--- src/rtl/sfab_defs.vh ---
// Purpose: Constants for the status-flag ALU and branch slice
// Assumes: 8-bit datapath, 16-bit program counter
// Notes: Status bit positions, operation codes, cycle counts
`ifndef SFAB_DEFS_VH
`define SFAB_DEFS_VH

`define SFAB_FLAG_C 0
`define SFAB_FLAG_Z 1
`define SFAB_FLAG_N 2
`define SFAB_FLAG_V 3
`define SFAB_FLAG_S 4
`define SFAB_FLAG_H 5
`define SFAB_FLAG_T 6
`define SFAB_FLAG_I 7
`define SFAB_STATUS_RESET 8'h00
`define SFAB_ALL_ONES 8'hff

// Operation codes presented by the decoder
`define SFAB_OP_NOP   5'h00
`define SFAB_OP_ADD   5'h01
`define SFAB_OP_ADC   5'h02
`define SFAB_OP_SUB   5'h03
`define SFAB_OP_SBC   5'h04
`define SFAB_OP_AND   5'h05
`define SFAB_OP_OR    5'h06
`define SFAB_OP_XOR   5'h07
`define SFAB_OP_CLRB  5'h08
`define SFAB_OP_INC   5'h09
`define SFAB_OP_DEC   5'h0a
`define SFAB_OP_TST   5'h0b
`define SFAB_OP_CP    5'h0c
`define SFAB_OP_CPC   5'h0d
`define SFAB_OP_WADD  5'h0e
`define SFAB_OP_WSUB  5'h0f
`define SFAB_OP_INDIRECT_JUMP  5'h10
`define SFAB_OP_RELATIVE_CALL 5'h11
`define SFAB_OP_INDIRECT_CALL 5'h12
`define SFAB_OP_CALL  5'h13
`define SFAB_OP_COMPARE_SKIP_EQUAL  5'h14
`define SFAB_OP_SKRC  5'h15
`define SFAB_OP_SKRS  5'h16
`define SFAB_OP_SKIC  5'h17
`define SFAB_OP_SKIS  5'h18
`define SFAB_OP_BRS   5'h19
`define SFAB_OP_BRC   5'h1a
`define SFAB_OP_INTERRUPT_RETURN  5'h1b
`define SFAB_OP_IRQ   5'h1c
`define SFAB_OP_WRSR  5'h1d

`define SFAB_CYC_JMP  2'd2
`define SFAB_CYC_CALL 2'd3

`endif

--- src/rtl/sfab_alu8.v ---
// Purpose: Eight-bit arithmetic and logic unit with flag results
// Assumes: Carry in is the current status carry
// Notes: Subtract carry is a borrow, as the flags expect
`timescale 1ns/10ps
`include "sfab_defs.vh"
module sfab_alu8 (
  input  wire [4:0] op,
  input  wire [7:0] a,
  input  wire [7:0] b,
  input  wire       cin,
  output reg  [7:0] res,
  output reg        c_out,
  output reg        v_out,
  output reg        h_out
);
  reg [8:0] sum;
  reg [4:0] lo;
  always @* begin
    sum   = 9'h000;
    lo    = 5'h00;
    res   = 8'h00;
    c_out = 1'b0;
    v_out = 1'b0;
    h_out = 1'b0;
    case (op)
      `SFAB_OP_ADD, `SFAB_OP_ADC: begin
        sum   = {1'b0, a} + {1'b0, b} + {8'h00, (op == `SFAB_OP_ADC) & cin};
        lo    = {1'b0, a[3:0]} + {1'b0, b[3:0]} + {4'h0, (op == `SFAB_OP_ADC) & cin};
        res   = sum[7:0];
        c_out = sum[8];
        h_out = lo[4];
        v_out = (a[7] & b[7] & ~res[7]) | (~a[7] & ~b[7] & res[7]);
      end
      `SFAB_OP_SUB, `SFAB_OP_SBC, `SFAB_OP_CP, `SFAB_OP_CPC: begin
        sum   = {1'b0, a} - {1'b0, b}
              - {8'h00, ((op == `SFAB_OP_SBC) | (op == `SFAB_OP_CPC)) & cin};
        lo    = {1'b0, a[3:0]} - {1'b0, b[3:0]}
              - {4'h0, ((op == `SFAB_OP_SBC) | (op == `SFAB_OP_CPC)) & cin};
        res   = sum[7:0];
        c_out = sum[8];
        h_out = lo[4];
        v_out = (a[7] & ~b[7] & ~res[7]) | (~a[7] & b[7] & res[7]);
      end
      `SFAB_OP_AND, `SFAB_OP_TST: res = a & ((op == `SFAB_OP_TST) ? a : b);
      `SFAB_OP_OR:   res = a | b;
      `SFAB_OP_XOR:  res = a ^ b;
      `SFAB_OP_CLRB: res = a & (`SFAB_ALL_ONES - b);
      `SFAB_OP_INC: begin
        res   = a + 8'h01;
        v_out = (a == 8'h7f);
      end
      `SFAB_OP_DEC: begin
        res   = a - 8'h01;
        v_out = (a == 8'h80);
      end
      default: res = 8'h00;
    endcase
  end
endmodule // sfab_alu8

--- src/rtl/sfab_cond.v ---
// Purpose: Branch and skip condition evaluation
// Assumes: Status byte is the current registered flags
// Notes: Signed and unsigned branch forms map onto flag index and sense
`timescale 1ns/10ps
`include "sfab_defs.vh"
module sfab_cond (
  input  wire [4:0] op,
  input  wire [7:0] status,
  input  wire [2:0] sel,
  input  wire       signed_sel,
  input  wire [7:0] rd,
  input  wire [7:0] rr,
  input  wire [7:0] io_val,
  output reg        hit
);
  reg flag;
  always @* begin
    flag = signed_sel ? (status[`SFAB_FLAG_N] ^ status[`SFAB_FLAG_V]) : status[sel];
    case (op)
      `SFAB_OP_COMPARE_SKIP_EQUAL: hit = (rd == rr);
      `SFAB_OP_SKRC: hit = ~rr[sel];
      `SFAB_OP_SKRS: hit = rr[sel];
      `SFAB_OP_SKIC: hit = ~io_val[sel];
      `SFAB_OP_SKIS: hit = io_val[sel];
      `SFAB_OP_BRS:  hit = flag;
      `SFAB_OP_BRC:  hit = ~flag;
      default:       hit = 1'b0;
    endcase
  end
endmodule // sfab_cond

--- src/rtl/sfab_core.v ---
// Purpose: Status flags, ALU result and program-counter update slice
// Assumes: Decoder presents one instruction per issue pulse, holds operands
// Notes: busy stays high while a multi-cycle instruction completes
`timescale 1ns/10ps
`include "sfab_defs.vh"
// Notes on behaviour
// - Sign flag always equals negative xor overflow.
// - Bit 3 holds overflow of latest flag-affecting arithmetic.
// - Bit 2 set on negative result, else cleared.
// - Bit 1 set on zero result, else cleared; SBC and CPC also need Z already set.
// - Bit 0 takes carry of carry-affecting operations.
// - Add and add-with-carry write sum, update Z C N V H.
// - Word add and subtract immediate work on 16-bit pair, update Z C N V S.
// - Subtract forms write difference, update Z C N V H.
// - AND, OR, XOR update Z N V only; carry and half-carry kept.
// - Clear-bits ANDs with ones minus constant; set-bits ORs; Z N V only.
// - Increment, decrement, test take one cycle, update Z N V.
// - Indirect jump loads PC from Z, two cycles, flags kept.
// - Calls take three cycles, loading relative, Z or absolute target.
// - Compare-skip-equal skips next instruction on match, 1/2/3 cycles.
// - Compares set Z N V C H without write-back.
// - Register-bit skip advances PC by 2 or 3 on bit state.
// - I/O-bit skip tests port bit, skips, flags kept.
// - Flag branches test indexed bit, taken gives PC plus offset plus one.
// - Signed branches decide on negative xor overflow.
// - Unsigned branches taken on carry clear or set.
// - Half-carry and bit-copy branches taken on set or clear per variant.
// - Overflow, equal, minus and related branches test V, Z, N.
// - Taking an interrupt clears global enable; interrupt return sets it.
// - Bit 5 holds low-nibble carry of half-carry operations.
module sfab_core #(
  parameter PC_W = 16
) (
  input  wire            ref_clk,
  input  wire            rst,
  input  wire            issue,
  input  wire [4:0]      op,
  input  wire [7:0]      rd_val,
  input  wire [7:0]      rr_val,
  input  wire [7:0]      imm,
  input  wire [7:0]      rd_hi_val,
  input  wire [2:0]      bit_sel,
  input  wire            signed_sel,
  input  wire [7:0]      io_val,
  input  wire [PC_W-1:0] pc_in,
  input  wire [PC_W-1:0] offset,
  input  wire [PC_W-1:0] z_ptr,
  input  wire [PC_W-1:0] abs_target,
  input  wire            use_imm,
  input  wire            next_two_word,
  input  wire [7:0]      sr_wdata,
  output reg  [7:0]      status_flags,
  output reg  [7:0]      result_r,
  output reg  [7:0]      result_hi_r,
  output reg             result_we_r,
  output reg  [PC_W-1:0] pc_next_r,
  output reg             pc_load_r,
  output reg             busy_r
);
  localparam ST_IDLE = 2'b01;
  localparam ST_WAIT = 2'b10;

  wire [7:0] opb = use_imm ? imm : rr_val;
  wire [7:0] alu_res;
  wire       alu_c;
  wire       alu_v;
  wire       alu_h;
  wire       cond_hit;

  reg  [1:0]      state_r;
  reg  [1:0]      wait_r;
  reg  [7:0]      status_nxt;
  reg  [7:0]      res_nxt;
  reg  [7:0]      res_hi_nxt;
  reg             we_nxt;
  reg  [PC_W-1:0] pc_nxt;
  reg             load_nxt;
  reg  [1:0]      cyc_nxt;
  reg  [15:0]     wsum;
  reg  [16:0]     wtmp;
  reg             n_t;
  reg             v_t;

  sfab_alu8 u_alu (
    .op    (op),
    .a     (rd_val),
    .b     (opb),
    .cin   (status_flags[`SFAB_FLAG_C]),
    .res   (alu_res),
    .c_out (alu_c),
    .v_out (alu_v),
    .h_out (alu_h)
  );

  sfab_cond u_cond (
    .op         (op),
    .status     (status_flags),
    .sel        (bit_sel),
    .signed_sel (signed_sel),
    .rd         (rd_val),
    .rr         (rr_val),
    .io_val     (io_val),
    .hit        (cond_hit)
  );

  always @* begin
    status_nxt = status_flags;
    res_nxt    = alu_res;
    res_hi_nxt = rd_hi_val;
    we_nxt     = 1'b0;
    pc_nxt     = pc_in + {{(PC_W-1){1'b0}}, 1'b1};
    load_nxt   = 1'b0;
    cyc_nxt    = 2'd0;
    wtmp       = 17'h00000;
    wsum       = 16'h0000;
    n_t        = alu_res[7];
    v_t        = alu_v;
    case (op)
      `SFAB_OP_ADD, `SFAB_OP_ADC, `SFAB_OP_SUB, `SFAB_OP_SBC,
      `SFAB_OP_CP, `SFAB_OP_CPC: begin
        we_nxt = (op != `SFAB_OP_CP) && (op != `SFAB_OP_CPC);
        status_nxt[`SFAB_FLAG_C] = alu_c;
        status_nxt[`SFAB_FLAG_H] = alu_h;
        status_nxt[`SFAB_FLAG_V] = alu_v;
        status_nxt[`SFAB_FLAG_N] = n_t;
        // Carry-chained forms keep zero only when the result is zero
        if ((op == `SFAB_OP_SBC) || (op == `SFAB_OP_CPC))
          status_nxt[`SFAB_FLAG_Z] = (alu_res == 8'h00) & status_flags[`SFAB_FLAG_Z];
        else
          status_nxt[`SFAB_FLAG_Z] = (alu_res == 8'h00);
      end
      `SFAB_OP_AND, `SFAB_OP_OR, `SFAB_OP_XOR, `SFAB_OP_CLRB,
      `SFAB_OP_INC, `SFAB_OP_DEC, `SFAB_OP_TST: begin
        we_nxt = (op != `SFAB_OP_TST);
        status_nxt[`SFAB_FLAG_V] = alu_v;
        status_nxt[`SFAB_FLAG_N] = n_t;
        status_nxt[`SFAB_FLAG_Z] = (alu_res == 8'h00);
      end
      `SFAB_OP_WADD, `SFAB_OP_WSUB: begin
        if (op == `SFAB_OP_WADD)
          wtmp = {1'b0, rd_hi_val, rd_val} + {9'h000, imm};
        else
          wtmp = {1'b0, rd_hi_val, rd_val} - {9'h000, imm};
        wsum = wtmp[15:0];
        res_nxt    = wsum[7:0];
        res_hi_nxt = wsum[15:8];
        we_nxt     = 1'b1;
        n_t = wsum[15];
        if (op == `SFAB_OP_WADD)
          v_t = ~rd_hi_val[7] & wsum[15];
        else
          v_t = rd_hi_val[7] & ~wsum[15];
        status_nxt[`SFAB_FLAG_C] = wtmp[16];
        status_nxt[`SFAB_FLAG_V] = v_t;
        status_nxt[`SFAB_FLAG_N] = n_t;
        status_nxt[`SFAB_FLAG_Z] = (wsum == 16'h0000);
      end
      `SFAB_OP_INDIRECT_JUMP: begin
        pc_nxt   = z_ptr;
        load_nxt = 1'b1;
        cyc_nxt  = `SFAB_CYC_JMP;
      end
      `SFAB_OP_RELATIVE_CALL, `SFAB_OP_INDIRECT_CALL, `SFAB_OP_CALL: begin
        load_nxt = 1'b1;
        cyc_nxt  = `SFAB_CYC_CALL;
        if (op == `SFAB_OP_RELATIVE_CALL)
          pc_nxt = pc_in + offset + {{(PC_W-1){1'b0}}, 1'b1};
        else if (op == `SFAB_OP_INDIRECT_CALL)
          pc_nxt = z_ptr;
        else
          pc_nxt = abs_target;
      end
      `SFAB_OP_COMPARE_SKIP_EQUAL, `SFAB_OP_SKRC, `SFAB_OP_SKRS, `SFAB_OP_SKIC, `SFAB_OP_SKIS: begin
        load_nxt = 1'b1;
        if (cond_hit) begin
          pc_nxt  = pc_in + (next_two_word ? {{(PC_W-2){1'b0}}, 2'd3}
                                           : {{(PC_W-2){1'b0}}, 2'd2});
          cyc_nxt = next_two_word ? 2'd3 : 2'd2;
        end
      end
      `SFAB_OP_BRS, `SFAB_OP_BRC: begin
        load_nxt = 1'b1;
        if (cond_hit) begin
          pc_nxt  = pc_in + offset + {{(PC_W-1){1'b0}}, 1'b1};
          cyc_nxt = 2'd2;
        end
      end
      `SFAB_OP_INTERRUPT_RETURN: status_nxt[`SFAB_FLAG_I] = 1'b1;
      `SFAB_OP_IRQ:  status_nxt[`SFAB_FLAG_I] = 1'b0;
      `SFAB_OP_WRSR: status_nxt = sr_wdata;
      default: status_nxt = status_flags;
    endcase
    status_nxt[`SFAB_FLAG_S] = status_nxt[`SFAB_FLAG_N] ^ status_nxt[`SFAB_FLAG_V];
  end

  always @(posedge ref_clk or posedge rst) begin
    if (rst) begin
      status_flags <= `SFAB_STATUS_RESET;
      result_r     <= 8'h00;
      result_hi_r  <= 8'h00;
      result_we_r  <= 1'b0;
      pc_next_r    <= {PC_W{1'b0}};
      pc_load_r    <= 1'b0;
      busy_r       <= 1'b0;
      state_r      <= ST_IDLE;
      wait_r       <= 2'd0;
    end else begin
      result_we_r <= 1'b0;
      pc_load_r   <= 1'b0;
      case (state_r)
        ST_IDLE: begin
          if (issue) begin
            status_flags <= status_nxt;
            result_r     <= res_nxt;
            result_hi_r  <= res_hi_nxt;
            result_we_r  <= we_nxt;
            pc_next_r    <= pc_nxt;
            pc_load_r    <= load_nxt;
            // Single-cycle ops finish at once; others hold busy
            if (cyc_nxt > 2'd1) begin
              busy_r  <= 1'b1;
              wait_r  <= cyc_nxt - 2'd2;
              state_r <= ST_WAIT;
            end
          end
        end
        ST_WAIT: begin
          if (wait_r == 2'd0) begin
            busy_r  <= 1'b0;
            state_r <= ST_IDLE;
          end else begin
            wait_r <= wait_r - 2'd1;
          end
        end
        default: state_r <= ST_IDLE;
      endcase
    end
  end
endmodule // sfab_core

--- config.mk ---
export PLATFORM = sky130hd
export DESIGN_NAME = sfab_core
export DESIGN_NICKNAME = d
export VERILOG_FILES = /design/src/rtl/sfab_alu8.v /design/src/rtl/sfab_cond.v /design/src/rtl/sfab_core.v
export VERILOG_INCLUDE_DIRS = /design/src /design/src/rtl
export SDC_FILE = /design/constraint.sdc
export NUM_CORES = 1
export LEC_CHECK = 0
export ABC_AREA = 1
export BUFFER_PORTS_ARGS = -buffer_cell sky130_fd_sc_hd__buf_2
export CAP_MARGIN = 20
export CORE_MARGIN = 5
export CORE_UTILIZATION = 50
export CTS_BUF_LIST = sky130_fd_sc_hd__clkbuf_4
export CTS_CLUSTER_DIAMETER = 80
export DETAILED_ROUTE_END_ITERATION = 8
export GPL_TIMING_DRIVEN = 0
export PLACE_DENSITY = 0.78
export SLEW_MARGIN = 15
export SYNTH_ARGS = -nofsm -noshare
export SYNTH_HDL_FRONTEND = slang
export SYNTH_HIERARCHICAL = 1
export SYNTH_SLANG_ARGS = --single-unit
--- constraint.sdc ---
create_clock -name ref_clk -period 6 [get_ports ref_clk]
set_input_delay 0.6 -clock ref_clk [delete_from_list [all_inputs] [get_ports ref_clk]]
set_output_delay 0.6 -clock ref_clk [all_outputs]
set_load 0.01 [all_outputs]
==> impl_metrics.toml <==
[run_status]
result_of_the_run = "finished clean"

[critical_path]
critical_path.endpoint_type = "register"
critical_path_arrival_ps = 4120
cp-start-kind = "primary input"
timing.critical_path.fanout_max = 10
timing.critical_path.required_ps = 6330
crit_type = "primary input to register"
r2r_cells = 17

[drt]
vias_per_cell = 5.61
drt-total-wl_um = 30000
detail_route.iter0.violations = 962
drt_pass1_iterations = 6
detail-route-antenna-nets = 0
count_of_vias_placed_by_the_detailed_router = 9995
wl_per_cell_um = 16.8
drc_errors = 0

[floorplanning]
number_of_placement_rows = 46
dieWidth_um = 138
die_area_um2 = 19000
floorplan_core_area_um2 = 15900
initial_core_util_pct = 51.2
fp.dieH_um = 138
pin_count = 169

[placed_design]
place.gp.congestion = 1.04
pre_cts_slack_ps = 1900
place_area_um2 = 9290
io_buffer_count = 167
hpwlAfterDp_um = 25000

[synthesis]
yosys_register_bits = 47
post_synth_xor_area_fraction_pct = 4.72
synth_simple_gate_area_share_pct = 39.2
fraction_of_the_yosys_area_taken_by_sequential_cells_pct = 14.4
dominantRegCellSynth = "dfrtp_1"
async_flop_share_pct = 100
synth.mux.area_fraction_pct = 0.551
synth_cell_types = 58
synth_cells = 1390
combinational_family_with_the_most_area_after_synthesis = "simple AND/OR/NAND/NOR gates"
yosys_warnings = 6
fraction_of_the_mapped_netlist_area_in_compound_gates_pct = 16.3
postSynthNetCount = 1597
post_synth_fa_ha_maj_area_fraction_pct = 13.1
cell_area_synth_um2 = 8170
synth-edff-count = 0
synthesis.area_per_instance_um2 = 5.88

[finish]
filler_cells_inserted = 1653
antenna_cells = 0
postLayoutCellArea_um2 = 9350
layout.area.seq_um2 = 1180
syn_to_final_growth_pct = 14.5
commonest_cells_after_routing_fill_and_taps_aside = "nand2_1, inv_1, buf_2"
post_route_cells_drive_above_1_share_pct = 15.6
multi_input_comb_area_um2 = 6030
layout.nets = 1772
layout_commonest_cell = "nand2_1"

[sta]
final_period_minus_worst_setup_slack_ps = 3790
timing.fmax_ghz = 0.264
worst_slew_margin_rel_pct = 44.6
report.final.setup_viol = 0
finClkSkew_ps = 21.1
finalMaxSlewViolations = 0
min_period_over_period_pct = 63.2
worst_slack_ps = 2210
worst_slew_pin_slew_ps = 829
grt_setup_unrepaired = "false"
report.final.hold_viol_count = 0
fin_tns_setup_ps = 0

[clock_network]
post_cts_resized = 0
cts.root.buffer_cell = "clkbuf_4"
clock_sinks = 47
clkSlewWorstSetupHoldPaths_ps = 180
postCtsSetupBuffers = 0
cts_tree = "done"
ctsLongestPathBuffers = 2
cts-buffers-inserted = 5
cts_hold_repair.buffers = 0
deepest_level_of_the_cts_h_tree = 2
clock_latency_ps = 400

[pwr]
swShare_pct = 49.8
p_clk_share_pct = 11.3
totalPowerFinal_mw = 1.49
combinationalPowerShare_pct = 58.2
power_density_nw_per_um2 = 159
p_int_uw = 748
sequentialPowerShare_pct = 30.5
total_leakage_power_nw = 5.25
vdd_ir_drop_max_v = 0.000110
power.switching_uw = 742

[global_routing]
first_global_vias = 8993
globalRoute.totalOverflow = 0
grt_pass1_wl_um = 46300
groute.usage.overall_pct = 31.0
largest_net_degree_at_the_start_of_global_routing = 34
grt_antenna_before_repair = 0

[min_path]
type_of_the_tightest_min_delay_check = "primary input to asynchronous set/reset pin"

[flow_run]
maxCapViolations = 0
==> registers in the layout, indices dropped and copies added (netlist names) <==
register and cells:
busy_r 1, pc_load_r 1, pc_next_r 16, result_hi_r 8, result_r 8, result_we_r 1, state_r 2, status_flags 8
wait_r 2
==> per-stage QoR <==
stage	util, %	hold slack (ps)	std cells
6_report	58.7	157	1782
4_1_cts	58.7	172	1782
3_3_place_gp	58.2	462	1773
3_5_place_dp	58.3	464	1774
5_1_grt	58.7	182	1782
2_1_floorplan	-	507	1390
==> critical path: stages <==
cell       delay (ps)
buf_2             120
clkbuf_1          310
nor2_1             90
a21oi_1           450
inv_1             200
fa_1              470
ha_1              310
nand2_1            50
nand2_1           110
nand2_1            90
nand3_1           100
nand2_1            70
nand2_1            60
nor2_1             40
nor2_1            120
nand3_1           180
nor4_1            330
o2111ai_1         180
nand3_1           110
nand2_1            50
nand2_1            50
==> routing by layer <==
layer,track usage (%),up-vias,wire length [µm]
met5,0,-,0
met4,8.73,0,829
met3,4.49,68,3140
met2,48.4,490,13000
met1,44.5,4539,13100
li1,-,4898,-
==> area by class of cell <==
type                    instances  share of cell area (%)
repair buffers                168                    9.15
multi-input cells            1096                    64.5
clock inverters                 3                   0.214
clock buffers                   5                   0.401
plain buffers                  18                    1.04
flip-flops and latches         47                    12.6
inverters                     229                    9.22
well taps                     216                    2.89
==> Yosys cell counts, drive strengths merged, types with 4 or more instances <==
cell	count	share of area, %
a31oi	7	0.54
o21a	5	0.46
buf	10	0.81
clkbuf	8	0.38
o21ai	77	4.9
nand4	36	2.8
o2111ai	6	0.64
a22oi	11	1.0
nor2	127	6.2
fa	7	1.7
o211ai	6	0.55
o22ai	6	0.46
dfrtp	46	14
a21oi	75	4.7
inv	227	10
xnor2	22	2.4
nor3	17	1.3
nand3	113	7.2
mux2	4	0.55
a2bb2oi	6	0.64
nand2	435	20
ha	74	11
a221oi	4	0.43
xor2	22	2.4
nand3b	9	0.83
==> cell families after synthesis <==
group	Yosys count
xor+xnor	44
flops	47
compound gates	223
fa+ha+maj	81
buf+inv	247
mux	4
simple gates	744
==> path summary, 6_finish.rpt <==
check | startpoint | end | slack, ps
max | use_imm | status_flags[1] | 2210
min | rst | result_r[4] | 160
max reg2reg | status_flags[0] | status_flags[1] | 2900
min reg2reg | result_hi_r[6] | result_hi_r[6] | 500
max in group asynchronous | rst | state_r[0] | 5260
min in group ref_clk | sr_wdata[7] | status_flags[7] | 480
==> power by group through the flow <==
stage          clock network [mW]  logic [mW]  registers, mW
2_1_floorplan                   0       0.530          0.460
3_3_place_gp                    0       0.838          0.458
3_5_place_dp                    0       0.851          0.459
4_1_cts                     0.168       0.855          0.453
5_1_grt                     0.184       0.969          0.460
6_report                    0.168       0.867          0.455
Power figures use the tool's default switching activity.
